<file path="config.mk">
export PLATFORM = sky130hd
export DESIGN_NAME = smb_slave_port
export DESIGN_NICKNAME = d
export VERILOG_FILES = /design/src/smb_pkg.sv /design/src/smb_line_if.sv /design/src/smb_slave_port.sv /design/src/smb_line_sampler.sv
export SDC_FILE = /design/constraint.sdc
export NUM_CORES = 1
export LEC_CHECK = 0
export BUFFER_PORTS_ARGS = -buffer_cell sky130_fd_sc_hd__buf_2
export CAP_MARGIN = 20
export CORE_AREA = 10 10 167 169
export DETAILED_ROUTE_END_ITERATION = 10
export DIE_AREA = 0 0 177 179
export HOLD_SLACK_MARGIN = 0.1
export PLACE_DENSITY = 0.52
export SYNTH_ARGS = -nofsm -noshare
export SYNTH_HDL_FRONTEND = slang
export SYNTH_SLANG_ARGS = --single-unit
</file>
<file path="constraint.sdc">
create_clock -name clk_sys -period 6 [get_ports clk_sys]
set_input_delay 0.3 -clock clk_sys [delete_from_list [all_inputs] [get_ports clk_sys]]
set_output_delay 0.3 -clock clk_sys [all_outputs]
set_load 0.005 [all_outputs]
</file>
<file path="src/smb_pkg.sv">
// Purpose: shared constants for the smbus slave addressing port
// Assumes: 10 MHz system clock, strap level already digitised to 3 bits
// Notes:   version, vendor id and device id live as top-level parameters
package smb_pkg;

  // ---------------------------------------------------------------
  // strap decoding
  // ---------------------------------------------------------------
  localparam logic [2:0] STRAP_ARP_MIN   = 3'h4;
  localparam logic [6:0] FD_ADDR_BASE    = 7'h50;
  localparam logic [6:0] ARP_ADDR_RESET  = 7'h61;

  // ---------------------------------------------------------------
  // registers and udid fields
  // ---------------------------------------------------------------
  localparam logic [6:0]  REG_BLOCK_COUNT   = 7'h00;
  localparam logic [7:0]  BLOCK_COUNT_RESET = 8'h01;
  localparam logic [7:0]  UDID_CAPS         = 8'hC1;
  localparam logic [15:0] UDID_INTERFACE    = 16'h0004;
  localparam logic [15:0] UDID_SUBSYS       = 16'h0000;
  localparam logic [12:0] UDID_VS_PAD       = 13'h0000;

  // ---------------------------------------------------------------
  // pec and random generator
  // ---------------------------------------------------------------
  localparam logic [7:0]  CRC_POLY   = 8'h07;
  localparam logic [7:0]  CRC_INIT   = 8'h00;
  localparam logic [15:0] LFSR_SEED  = 16'hACE1;
  localparam logic [15:0] LFSR_TAPS  = 16'hB400;

  // ---------------------------------------------------------------
  // framing
  // ---------------------------------------------------------------
  localparam logic [3:0] BITS_PER_BYTE = 4'h8;

  typedef enum logic [2:0] {
    SMB_IDLE, SMB_ADDR, SMB_ACK, SMB_WR, SMB_RD, SMB_RACK, SMB_SKIP
  } smb_state_e;

endpackage

</file>
<file path="src/smb_line_if.sv">
// Purpose: bus conditions passed from the line sampler to the core
// Assumes: all signals on clk_sys, one-cycle pulses except sda
// Notes:   sda is the filtered, settled data level
interface smb_line_if;
  logic scl_rise;
  logic scl_fall;
  logic start;
  logic stop;
  logic sda;

  modport det  (output scl_rise, output scl_fall, output start, output stop, output sda);
  modport core (input scl_rise, input scl_fall, input start, input stop, input sda);
endinterface

</file>
<file path="src/smb_slave_port.sv">
// Purpose: smbus 2.0 slave port: addressing, udid, pointer, byte and block transfers
// Assumes: host drives scl; strap_level digitised and stable at reset release
// Notes:   register file outside; only the block read count is held here
//
// Notes on behaviour
// - strap levels 4..7 pick arp-capable mode, levels 0..3 fixed-discoverable
// - fixed mode address is 0x50 plus strap level
// - arp mode vendor field carries strap code and 16-bit random value
// - udid top byte is capabilities 11000001
// - udid holds version, vendor id and device id constants
// - udid interface field reads 0x0004
// - subsystem vendor and device fields read zero
// - fixed mode ignores assign-address, keeps strap address
// - start is sda falling with scl high, then eight bits msb first
// - matching address is acked on ninth clock, otherwise stay idle
// - bytes are nine clocks; sda rising with scl high is stop
// - direction is set by address byte; change needs new start
// - first written byte loads pointer, later bytes go to pointed register
// - reads return the register held in the pointer
// - pointer msb selects block access to low seven bits register
// - block read length comes from count register at 0x00
// - block write length is the count sent by the host
// - send-byte, write-byte and block-write are accepted
// - send-byte: address and register byte are both acked
// - strap sampled once after each reset release, later changes ignored
// - random part generated on chip, free running from reset until the first start
// - arp commands carry a pec byte
// - pec is crc-8 with polynomial x^8+x^2+x+1
module smb_slave_port #(
  parameter logic [7:0]  UDID_VERSION = 8'h11, // arbitrary value
  parameter logic [15:0] UDID_VENDOR  = 16'h1234, // arbitrary value
  parameter logic [15:0] UDID_DEVICE  = 16'h5678  // arbitrary value
) (
  input  wire logic         clk_sys,
  input  wire logic         rst_n,
  input  wire logic         scl_in,
  input  wire logic         sda_in,
  output logic              sda_out,
  output logic              sda_oe,
  input  wire logic [2:0]   strap_level,
  input  wire logic         assign_valid,
  input  wire logic [6:0]   assign_addr,
  output logic              arp_mode,
  output logic [6:0]        own_addr,
  output logic [127:0]      udid,
  output logic [6:0]        reg_raddr,
  input  wire logic [7:0]   reg_rdata,
  output logic              reg_we,
  output logic [6:0]        reg_waddr,
  output logic [7:0]        reg_wdata,
  output logic [7:0]        register_pointer,
  output logic [7:0]        block_read_byte_count,
  output logic              pec_ok
);

  smb_line_if line ();

  smb_line_sampler u_sampler (
    .clk_sys (clk_sys),
    .rst_n   (rst_n),
    .scl_in  (scl_in),
    .sda_in  (sda_in),
    .line    (line)
  );

  // ---------------------------------------------------------------
  // crc-8 step, used for the running pec
  // ---------------------------------------------------------------
  function automatic logic [7:0] crc8(input logic [7:0] crc, input logic [7:0] data);
    logic [7:0] c;
    c = crc ^ data;
    for (int i = 0; i < 8; i++)
      c = c[7] ? ((c << 1) ^ smb_pkg::CRC_POLY) : (c << 1);
    return c;
  endfunction

  // ---------------------------------------------------------------
  // strap capture and mode
  // ---------------------------------------------------------------
  logic       strap_done;
  logic [2:0] strap_id_bits;

  // caught once after reset release; the strap is not watched afterwards
  always_ff @(posedge clk_sys)
  begin
    if (!rst_n)
    begin
      strap_done    <= 1'b0;
      strap_id_bits <= 3'h0;
    end
    else if (!strap_done)
    begin
      strap_done    <= 1'b1;
      strap_id_bits <= strap_level;
    end
  end

  assign arp_mode = strap_id_bits >= smb_pkg::STRAP_ARP_MIN;

  // fixed mode ignores assignment so a host cannot move it by mistake
  always_ff @(posedge clk_sys)
  begin
    if (!rst_n)
      own_addr <= smb_pkg::ARP_ADDR_RESET;
    // wait for the captured strap, else arp mode would keep a fixed address
    else if (strap_done && !arp_mode)
      own_addr <= smb_pkg::FD_ADDR_BASE + {4'h0, strap_id_bits};
    else if (assign_valid)
      own_addr <= assign_addr;
  end

  // ---------------------------------------------------------------
  // random part of the vendor field
  // ---------------------------------------------------------------
  logic [15:0] lfsr;
  logic        rand_frozen;

  // free running until the first start; host timing supplies the spread
  always_ff @(posedge clk_sys)
  begin
    if (!rst_n)
    begin
      lfsr        <= smb_pkg::LFSR_SEED;
      rand_frozen <= 1'b0;
    end
    else if (!rand_frozen)
    begin
      lfsr        <= lfsr[0] ? ((lfsr >> 1) ^ smb_pkg::LFSR_TAPS) : (lfsr >> 1);
      rand_frozen <= line.start;
    end
  end

  assign udid = {smb_pkg::UDID_CAPS,
                 UDID_VERSION, UDID_VENDOR, UDID_DEVICE,
                 smb_pkg::UDID_INTERFACE,
                 smb_pkg::UDID_SUBSYS, smb_pkg::UDID_SUBSYS,
                 smb_pkg::UDID_VS_PAD, (arp_mode ? strap_id_bits : 3'h0), lfsr};

  // ---------------------------------------------------------------
  // transfer engine
  // ---------------------------------------------------------------
  smb_pkg::smb_state_e state;
  logic [3:0] bit_cnt;
  logic [7:0] shreg;
  logic       is_read;
  logic [7:0] byte_idx;
  logic [7:0] blk_len;
  logic [6:0] cur_addr;
  logic       host_ack;
  logic       byte_done;
  logic       got8;
  logic       more_rd;
  logic [7:0] tx_byte;

  assign got8      = bit_cnt == smb_pkg::BITS_PER_BYTE;
  assign byte_done = line.scl_fall & got8 & (state == smb_pkg::SMB_ADDR || state == smb_pkg::SMB_WR);
  assign reg_raddr = cur_addr;
  assign sda_out   = 1'b0;
  assign tx_byte   = (register_pointer[7] && byte_idx == 8'h00) ? block_read_byte_count :
                     (cur_addr == smb_pkg::REG_BLOCK_COUNT) ? block_read_byte_count : reg_rdata;
  assign more_rd   = !register_pointer[7] || byte_idx <= block_read_byte_count;

  always_ff @(posedge clk_sys)
  begin
    if (!rst_n)
    begin
      state            <= smb_pkg::SMB_IDLE;
      bit_cnt          <= 4'h0;
      shreg            <= 8'h00;
      is_read          <= 1'b0;
      byte_idx         <= 8'h00;
      blk_len          <= 8'h00;
      cur_addr         <= 7'h00;
      host_ack         <= 1'b0;
      sda_oe           <= 1'b0;
      register_pointer <= 8'h00;
      reg_we           <= 1'b0;
      reg_waddr        <= 7'h00;
      reg_wdata        <= 8'h00;
    end
    else
    begin
      reg_we <= 1'b0;
      if (line.start)
      begin
        state    <= smb_pkg::SMB_ADDR;
        bit_cnt  <= 4'h0;
        byte_idx <= 8'h00;
        sda_oe   <= 1'b0;
      end
      else if (line.stop)
      begin
        state  <= smb_pkg::SMB_IDLE;
        sda_oe <= 1'b0;
      end
      else
      begin
        unique case (state)
          smb_pkg::SMB_IDLE, smb_pkg::SMB_SKIP:
            sda_oe <= 1'b0;
          smb_pkg::SMB_ADDR:
          begin
            if (line.scl_rise)
            begin
              shreg   <= {shreg[6:0], line.sda};
              bit_cnt <= bit_cnt + 4'h1;
            end
            else if (line.scl_fall && got8)
            begin
              if (shreg[7:1] == own_addr)
              begin
                state   <= smb_pkg::SMB_ACK;
                sda_oe  <= 1'b1;
                is_read <= shreg[0];
              end
              else
                state <= smb_pkg::SMB_SKIP;
            end
          end
          smb_pkg::SMB_ACK:
          begin
            if (line.scl_fall)
            begin
              if (is_read)
              begin
                shreg    <= tx_byte;
                sda_oe   <= ~tx_byte[7];
                bit_cnt  <= 4'h1;
                byte_idx <= byte_idx + 8'h01;
                state    <= smb_pkg::SMB_RD;
              end
              else
              begin
                sda_oe  <= 1'b0;
                bit_cnt <= 4'h0;
                state   <= smb_pkg::SMB_WR;
              end
            end
          end
          smb_pkg::SMB_WR:
          begin
            if (line.scl_rise)
            begin
              shreg   <= {shreg[6:0], line.sda};
              bit_cnt <= bit_cnt + 4'h1;
            end
            else if (line.scl_fall && got8)
            begin
              byte_idx <= byte_idx + 8'h01;
              state    <= smb_pkg::SMB_ACK;
              sda_oe   <= 1'b1;
              if (byte_idx == 8'h00)
              begin
                register_pointer <= shreg;
                cur_addr         <= shreg[6:0];
              end
              else if (register_pointer[7] && byte_idx == 8'h01)
                blk_len <= shreg;
              else if (!register_pointer[7] || byte_idx - 8'h02 < blk_len)
              begin
                reg_we    <= 1'b1;
                reg_waddr <= cur_addr;
                reg_wdata <= shreg;
                if (register_pointer[7])
                  cur_addr <= cur_addr + 7'h01;
              end
              else
              begin
                state  <= smb_pkg::SMB_SKIP; // beyond the host's count: no ack
                sda_oe <= 1'b0;
              end
            end
          end
          smb_pkg::SMB_RD:
          begin
            if (line.scl_fall)
            begin
              if (got8)
              begin
                sda_oe <= 1'b0;
                state  <= smb_pkg::SMB_RACK;
                if (register_pointer[7] && byte_idx != 8'h01)
                  cur_addr <= cur_addr + 7'h01;
              end
              else
              begin
                shreg   <= {shreg[6:0], 1'b0};
                sda_oe  <= ~shreg[6];
                bit_cnt <= bit_cnt + 4'h1;
              end
            end
          end
          smb_pkg::SMB_RACK:
          begin
            if (line.scl_rise)
              host_ack <= ~line.sda;
            else if (line.scl_fall)
            begin
              if (host_ack && more_rd)
              begin
                shreg    <= tx_byte;
                sda_oe   <= ~tx_byte[7];
                bit_cnt  <= 4'h1;
                byte_idx <= byte_idx + 8'h01;
                state    <= smb_pkg::SMB_RD;
              end
              else
                state <= smb_pkg::SMB_SKIP;
            end
          end
        endcase
      end
    end
  end

  // ---------------------------------------------------------------
  // block read count register and pec
  // ---------------------------------------------------------------
  always_ff @(posedge clk_sys)
  begin
    if (!rst_n)
      block_read_byte_count <= smb_pkg::BLOCK_COUNT_RESET;
    else if (reg_we && reg_waddr == smb_pkg::REG_BLOCK_COUNT)
      block_read_byte_count <= reg_wdata;
  end

  logic [7:0] crc;

  // pec_ok: last received byte equals the crc of everything before it
  always_ff @(posedge clk_sys)
  begin
    if (!rst_n || line.start)
    begin
      crc    <= smb_pkg::CRC_INIT;
      pec_ok <= 1'b0;
    end
    else if (byte_done)
    begin
      crc    <= crc8(crc, shreg);
      pec_ok <= shreg == crc;
    end
  end

  // ---------------------------------------------------------------
  // checks
  // ---------------------------------------------------------------
  AST_MODE_SEL: assert property (@(posedge clk_sys) disable iff (!rst_n)
    strap_done |-> arp_mode == strap_id_bits[2])
    else $error("mode does not follow strap level");
  AST_FD_ADDR: assert property (@(posedge clk_sys) disable iff (!rst_n)
    strap_done && !arp_mode |=> own_addr == 7'h50 + {4'h0, strap_id_bits})
    else $error("fixed address wrong");
  AST_VS_FIELD: assert property (@(posedge clk_sys) disable iff (!rst_n)
    arp_mode |-> udid[18:16] == strap_id_bits && udid[15:0] == lfsr)
    else $error("vendor field wrong");
  AST_UDID_FIXED: assert property (@(posedge clk_sys) disable iff (!rst_n)
    udid[127:120] == 8'hC1 && udid[79:64] == 16'h0004 && udid[63:32] == 32'h0)
    else $error("udid constant field wrong");
  AST_STRAP_HOLD: assert property (@(posedge clk_sys) disable iff (!rst_n)
    strap_done |=> $stable(strap_id_bits) && strap_done)
    else $error("strap changed after capture");
  AST_FD_NO_ASSIGN: assert property (@(posedge clk_sys) disable iff (!rst_n)
    strap_done && !arp_mode && $past(strap_done) |=> $stable(own_addr))
    else $error("fixed address moved");
  AST_ACK_MATCH: assert property (@(posedge clk_sys) disable iff (!rst_n)
    state == smb_pkg::SMB_ADDR && line.scl_fall && got8 && !line.start && !line.stop
    |=> (sda_oe && state == smb_pkg::SMB_ACK) == ($past(shreg[7:1]) == own_addr))
    else $error("address ack wrong");
  AST_RELEASE: assert property (@(posedge clk_sys) disable iff (!rst_n)
    state inside {smb_pkg::SMB_IDLE, smb_pkg::SMB_ADDR, smb_pkg::SMB_WR, smb_pkg::SMB_RACK}
    |-> !sda_oe)
    else $error("sda driven outside ack or read data");
  AST_PTR_LOAD: assert property (@(posedge clk_sys) disable iff (!rst_n)
    state == smb_pkg::SMB_WR && byte_done && byte_idx == 8'h00 && !line.start && !line.stop
    |=> register_pointer == $past(shreg) ##1 !reg_we)
    else $error("pointer not loaded from first byte");

endmodule

</file>
<file path="src/smb_line_sampler.sv">
// Purpose: synchronise scl and sda and find edges, start and stop
// Assumes: scl period far longer than six system clocks
// Notes:   a level change counts once stages two and three agree
module smb_line_sampler (
  input  wire logic  clk_sys,
  input  wire logic  rst_n,
  input  wire logic  scl_in,
  input  wire logic  sda_in,
  smb_line_if.det    line
);

  logic [2:0] scl_sync;
  logic [2:0] sda_sync;
  logic       scl_q;
  logic       sda_q;

  // ---------------------------------------------------------------
  // three-stage synchronisers, stage one feeds only stage two
  // ---------------------------------------------------------------
  always_ff @(posedge clk_sys)
  begin
    if (!rst_n)
    begin
      scl_sync <= 3'h7;
      sda_sync <= 3'h7;
    end
    else
    begin
      scl_sync <= {scl_sync[1:0], scl_in};
      sda_sync <= {sda_sync[1:0], sda_in};
    end
  end

  // settled levels: only move when the two later stages agree
  always_ff @(posedge clk_sys)
  begin
    if (!rst_n)
    begin
      scl_q <= 1'b1;
      sda_q <= 1'b1;
    end
    else
    begin
      if (scl_sync[1] == scl_sync[2])
        scl_q <= scl_sync[2];
      if (sda_sync[1] == sda_sync[2])
        sda_q <= sda_sync[2];
    end
  end

  logic next_scl;
  logic next_sda;
  assign next_scl = (scl_sync[1] == scl_sync[2]) ? scl_sync[2] : scl_q;
  assign next_sda = (sda_sync[1] == sda_sync[2]) ? sda_sync[2] : sda_q;

  // start: sda falls while scl high; stop: sda rises while scl high
  always_ff @(posedge clk_sys)
  begin
    if (!rst_n)
    begin
      line.scl_rise <= 1'b0;
      line.scl_fall <= 1'b0;
      line.start    <= 1'b0;
      line.stop     <= 1'b0;
      line.sda      <= 1'b1;
    end
    else
    begin
      line.scl_rise <= next_scl & ~scl_q;
      line.scl_fall <= ~next_scl & scl_q;
      line.start    <= scl_q & next_scl & sda_q & ~next_sda;
      line.stop     <= scl_q & next_scl & ~sda_q & next_sda;
      line.sda      <= next_sda;
    end
  end

endmodule

</file>
==> results.md <==
- PostCTS Resize Cnt: 0
- Status: completed
- CTS Root Cell: clkbuf_16
- DR WL/cell: roughly 15 microns
- Core region area: between 0.02 and 0.025 sq mm
- Pin count of the biggest net entering global routing: between 40 and 50
- Adder-cell share of the synthesized area: 0.0465
- Worst slew pin tran: 1.09 ns
- Critical Path Start: byte_idx[5]
- Synth Area in XOR/XNOR: 0.0482
- #FFs+latches synth: between 100 and 150
- Syn Inst Count: between 800 and 900
- Dpl cell area: about 0.0076 sq mm
- Hold_ws: approximately 0.11 ns
- Period utilization: 0.582
- Post-synthesis compound-gate area fraction: 0.120
- Register area share after synthesis: 0.336
- Worst-path clk slew: roughly 0.06 ns
- Die Span X: 177 microns
- Cell Int Power: around 1.5 mW
- Row count: 58
- Final Skew: 0.00933 ns
- Post-synth top cells: 122 x dfxtp_1, 110 x buf_4, 78 x nand2_1, 76 x mux2i_1, 73 x nor2_1
- Final wirelength: about 19 mm
- IO Pins: 201
- EDFF count, synth: 0
- Routability Congestion: between 0.8 and 0.9
- Worst path slowest cell: a221oi_4
- Die height: 179 microns
- Clock power frac: 0.526
- Fill cell count: about 2,600
- Initial core utilization: 0.294
- Yosys warns: 0
- Post-synth cell types: 65
- Sw Pwr: about 480 uW
- Non-filler cells, final: 1,260
- First-pass GRT wire length: roughly 30 mm
- Mux cell area share after synthesis: 0.115
- Gr ovfl total: 0
- Final Hold Vio Count: 0
- Fmax: between 200 and 300 MHz
- DR iter-0 viols: 280
- Initial antenna violation count: 0
- CP cell instances: nor2_1, nand3_1, xnor2_1, ha_1, a21oi_1, nand2_1, a31oi_1, o21ai_2, a221oi_4, mux2i_1
- Peak supply drop: roughly 0.18 mV
- Switching power share of the total: 0.244
- Die ar.: ~0.032 sq mm
- Main flop type after synthesis: dfxtp_1
- Postcts setup bufs: 0
- Crit end category: register
- Clock Latency Late Sink: about 0.42 ns
- Final Max Slew Viols: 0
- Remaining DRCs: 0
- DPL Wire Length: ~14 mm
- Min-delay worst type: primary input to register
- Syn avg cell area: 8.54 sq um
- Post-synth top area cell: dfxtp_1
- Worst Path Required: 6.35 ns
- Crit path launch type: register
- Post-route cell area: 0.00818 sq mm
- DR vias/cell: around 4.5
- Num CTS Buffers: 17
- Gate power share: 0.045
- Main combinational cell family by area after synthesis: simple AND/OR/NAND/NOR gates
- Crit path kind: register to register
- CP max FO: 16
- Final min period: between 3 and 4 ns
- Drt first pass iters: 5
- WP data arrival: roughly 3.8 ns
- Synthesized cell area: slightly above 0.007 sq mm
- Synth async-reset ratio: 0
- DR vias: around 5,600
- Worst rel slew slack: 0.275
- Inst Count DP: 1,225
- # Max-Cap Violations: 0
- Ratio of cells with drive above 1 in the final layout: 0.162
- Critical path's largest stage delay: 0.91 ns
- Final setup viols: 0
- Reg2Reg Launch Point: byte_idx[5]
- RSZ-0062 raised after global routing: false
- Sequential power share: 0.429
- Area contributors post-synth: dfxtp_1 34%, buf_4 11%, mux2i_1 10%
- GRT Util Overall: 0.120
- # port buffers: 90
- Ant diodes: 0
- H-Tree Depth: 4
- Most frequent cell after synthesis: dfxtp_1
- CTS sink count: between 100 and 150
- Vias in the first global route: 5,420
- Post-route antenna net violation count: 0
- CTS tree: yes
- Worst-case clock buffer depth: 2
- Leak: about 3.5 nW
- Startpoint of the worst hold path: strap_level[1]
- Power per Cell Area: 239 mW/mm^2
- Setup TNS: 0 ns
- Fin nets: 967
- Synth top area share: 0.336
- Area delta synth->final: 12.5%
- Simple-Gate Fraction of Synth Area: 0.175
power by group through the flow:
| stage | Combinational, mW | Clock (mW) | Sequential (mW) |
|---|---|---|---|
| after floorplan | 0.107 | 0 | 0.854 |
| final | 0.0874 | 1.03 | 0.838 |
| after detailed placement | 0.0835 | 0 | 0.856 |
| after global placement | 0.0832 | 0 | 0.856 |
| after global routing | 0.101 | 1.09 | 0.841 |
| after CTS | 0.0852 | 1.05 | 0.838 |
logic make-up after synthesis:
kind of cell             count (synthesis)
AO/OA/AOI/OAI                          124
XOR/XNOR                                40
adder cells (fa/ha/maj)                 27
buffers and inverters                  192
flip-flops                             122
multiplexers                            83
other                                    2
AND/OR/NAND/NOR                        261
stage by stage:
| step | power, mW | utilization | worst slack, ns |
|---|---|---|---|
| detailed placement | 0.939 | 0.305 | 2.53 |
| CTS | 1.97 | 0.330 | 2.54 |
| global placement | 0.939 | 0.305 | 2.57 |
| finish | 1.95 | 0.330 | 2.51 |
| global route | 2.03 | 0.330 | 2.12 |
| floorplan | 0.960 | - | 3.11 |
worst max-delay path: cells and delay by family (launching register included):
kind | cells | cell delay (ns)
xor gates and xnor gates | 1 | 0.15
DFF | 1 | 0.39
muxes | 1 | 0.27
and+or+nand+nor | 3 | 0.70
adders and majority gates | 1 | 0.31
AOI/OAI and AO/OA | 4 | 1.59
final timing paths:
| path | to | slack (ns) | cells past startpoint |
|---|---|---|---|
| worst min register to register | u_sampler.sda_sync[1] | 0.41 | 1 |
| worst max-delay path | reg_wdata[4] | 2.51 | 10 |
| worst max register to register | reg_wdata[4] | 2.51 | 10 |
| worst min-delay path | strap_id_bits[1] | 0.11 | 3 |
flip-flops by register name, summed over array words and instances (netlist names), 8 cells and up:
name / flops
crc: 8
blk_len: 8
lfsr: 16
shreg: 8
block_read_byte_count: 8
register_pointer: 8
byte_idx: 8
reg_wdata: 8
layout make-up:
| class | count | area, sq um | area share |
|---|---|---|---|
| Multi-Input combinational cell | 645 | 4080 | 0.499 |
| Sequential cell | 122 | 2440 | 0.299 |
| Timing Repair Buffer | 99 | 526 | 0.0643 |
| Clock buffer | 18 | 429 | 0.0525 |
| Tap cell | 330 | 413 | 0.0505 |
| Clock inverter | 14 | 163 | 0.0199 |
| Inverter | 32 | 120 | 0.0147 |
placed cells by master (no fill, tap or decap), types with 4 or more instances in the layout:
| cell | netlist | final |
|---|---|---|
| buf_4 | 110 | 6 |
| mux2i_1 | 76 | 76 |
| or3_1 | 4 | 4 |
| a31oi_1 | 4 | 4 |
| a21oi_1 | 32 | 32 |
| dfxtp_1 | 122 | 122 |
| xnor2_1 | 23 | 23 |
| nand2_1 | 78 | 78 |
| nand2b_1 | 23 | 23 |
| nor3b_1 | 4 | 4 |
| or2_2 | 5 | 5 |
| or4_1 | 4 | 4 |
| o211ai_1 | 12 | 12 |
| nor2b_1 | 8 | 8 |
| xor2_1 | 17 | 17 |
| buf_2 | 4 | 90 |
| and3_1 | 6 | 6 |
| conb_1 | 2 | 110 |
| o21ai_0 | 28 | 28 |
| clkbuf_16 | 0 | 17 |
| nand4_1 | 12 | 12 |
| inv_1 | 31 | 31 |
| nor3_1 | 9 | 9 |
| nand3_1 | 14 | 14 |
| o31ai_1 | 9 | 9 |
| and2_1 | 8 | 8 |
| mux2_2 | 7 | 7 |
| nor2_1 | 73 | 73 |
| ha_1 | 27 | 27 |
per-layer routing:
layer  global-route usage  wire (microns)  up-vias
met5                    0               0        -
met4               0.0329             202        0
met3               0.0398            1610       17
met2                0.187            8590      202
met1                0.155            9010     2584
li1                     -               -     2833
timing repair:
item / CTS / global route
hold buffers: 3 / 0
setup endpoints to repair: 0 / 0
hold endpoints to repair: 3 / 0
(Power assumes the default switching activity.)
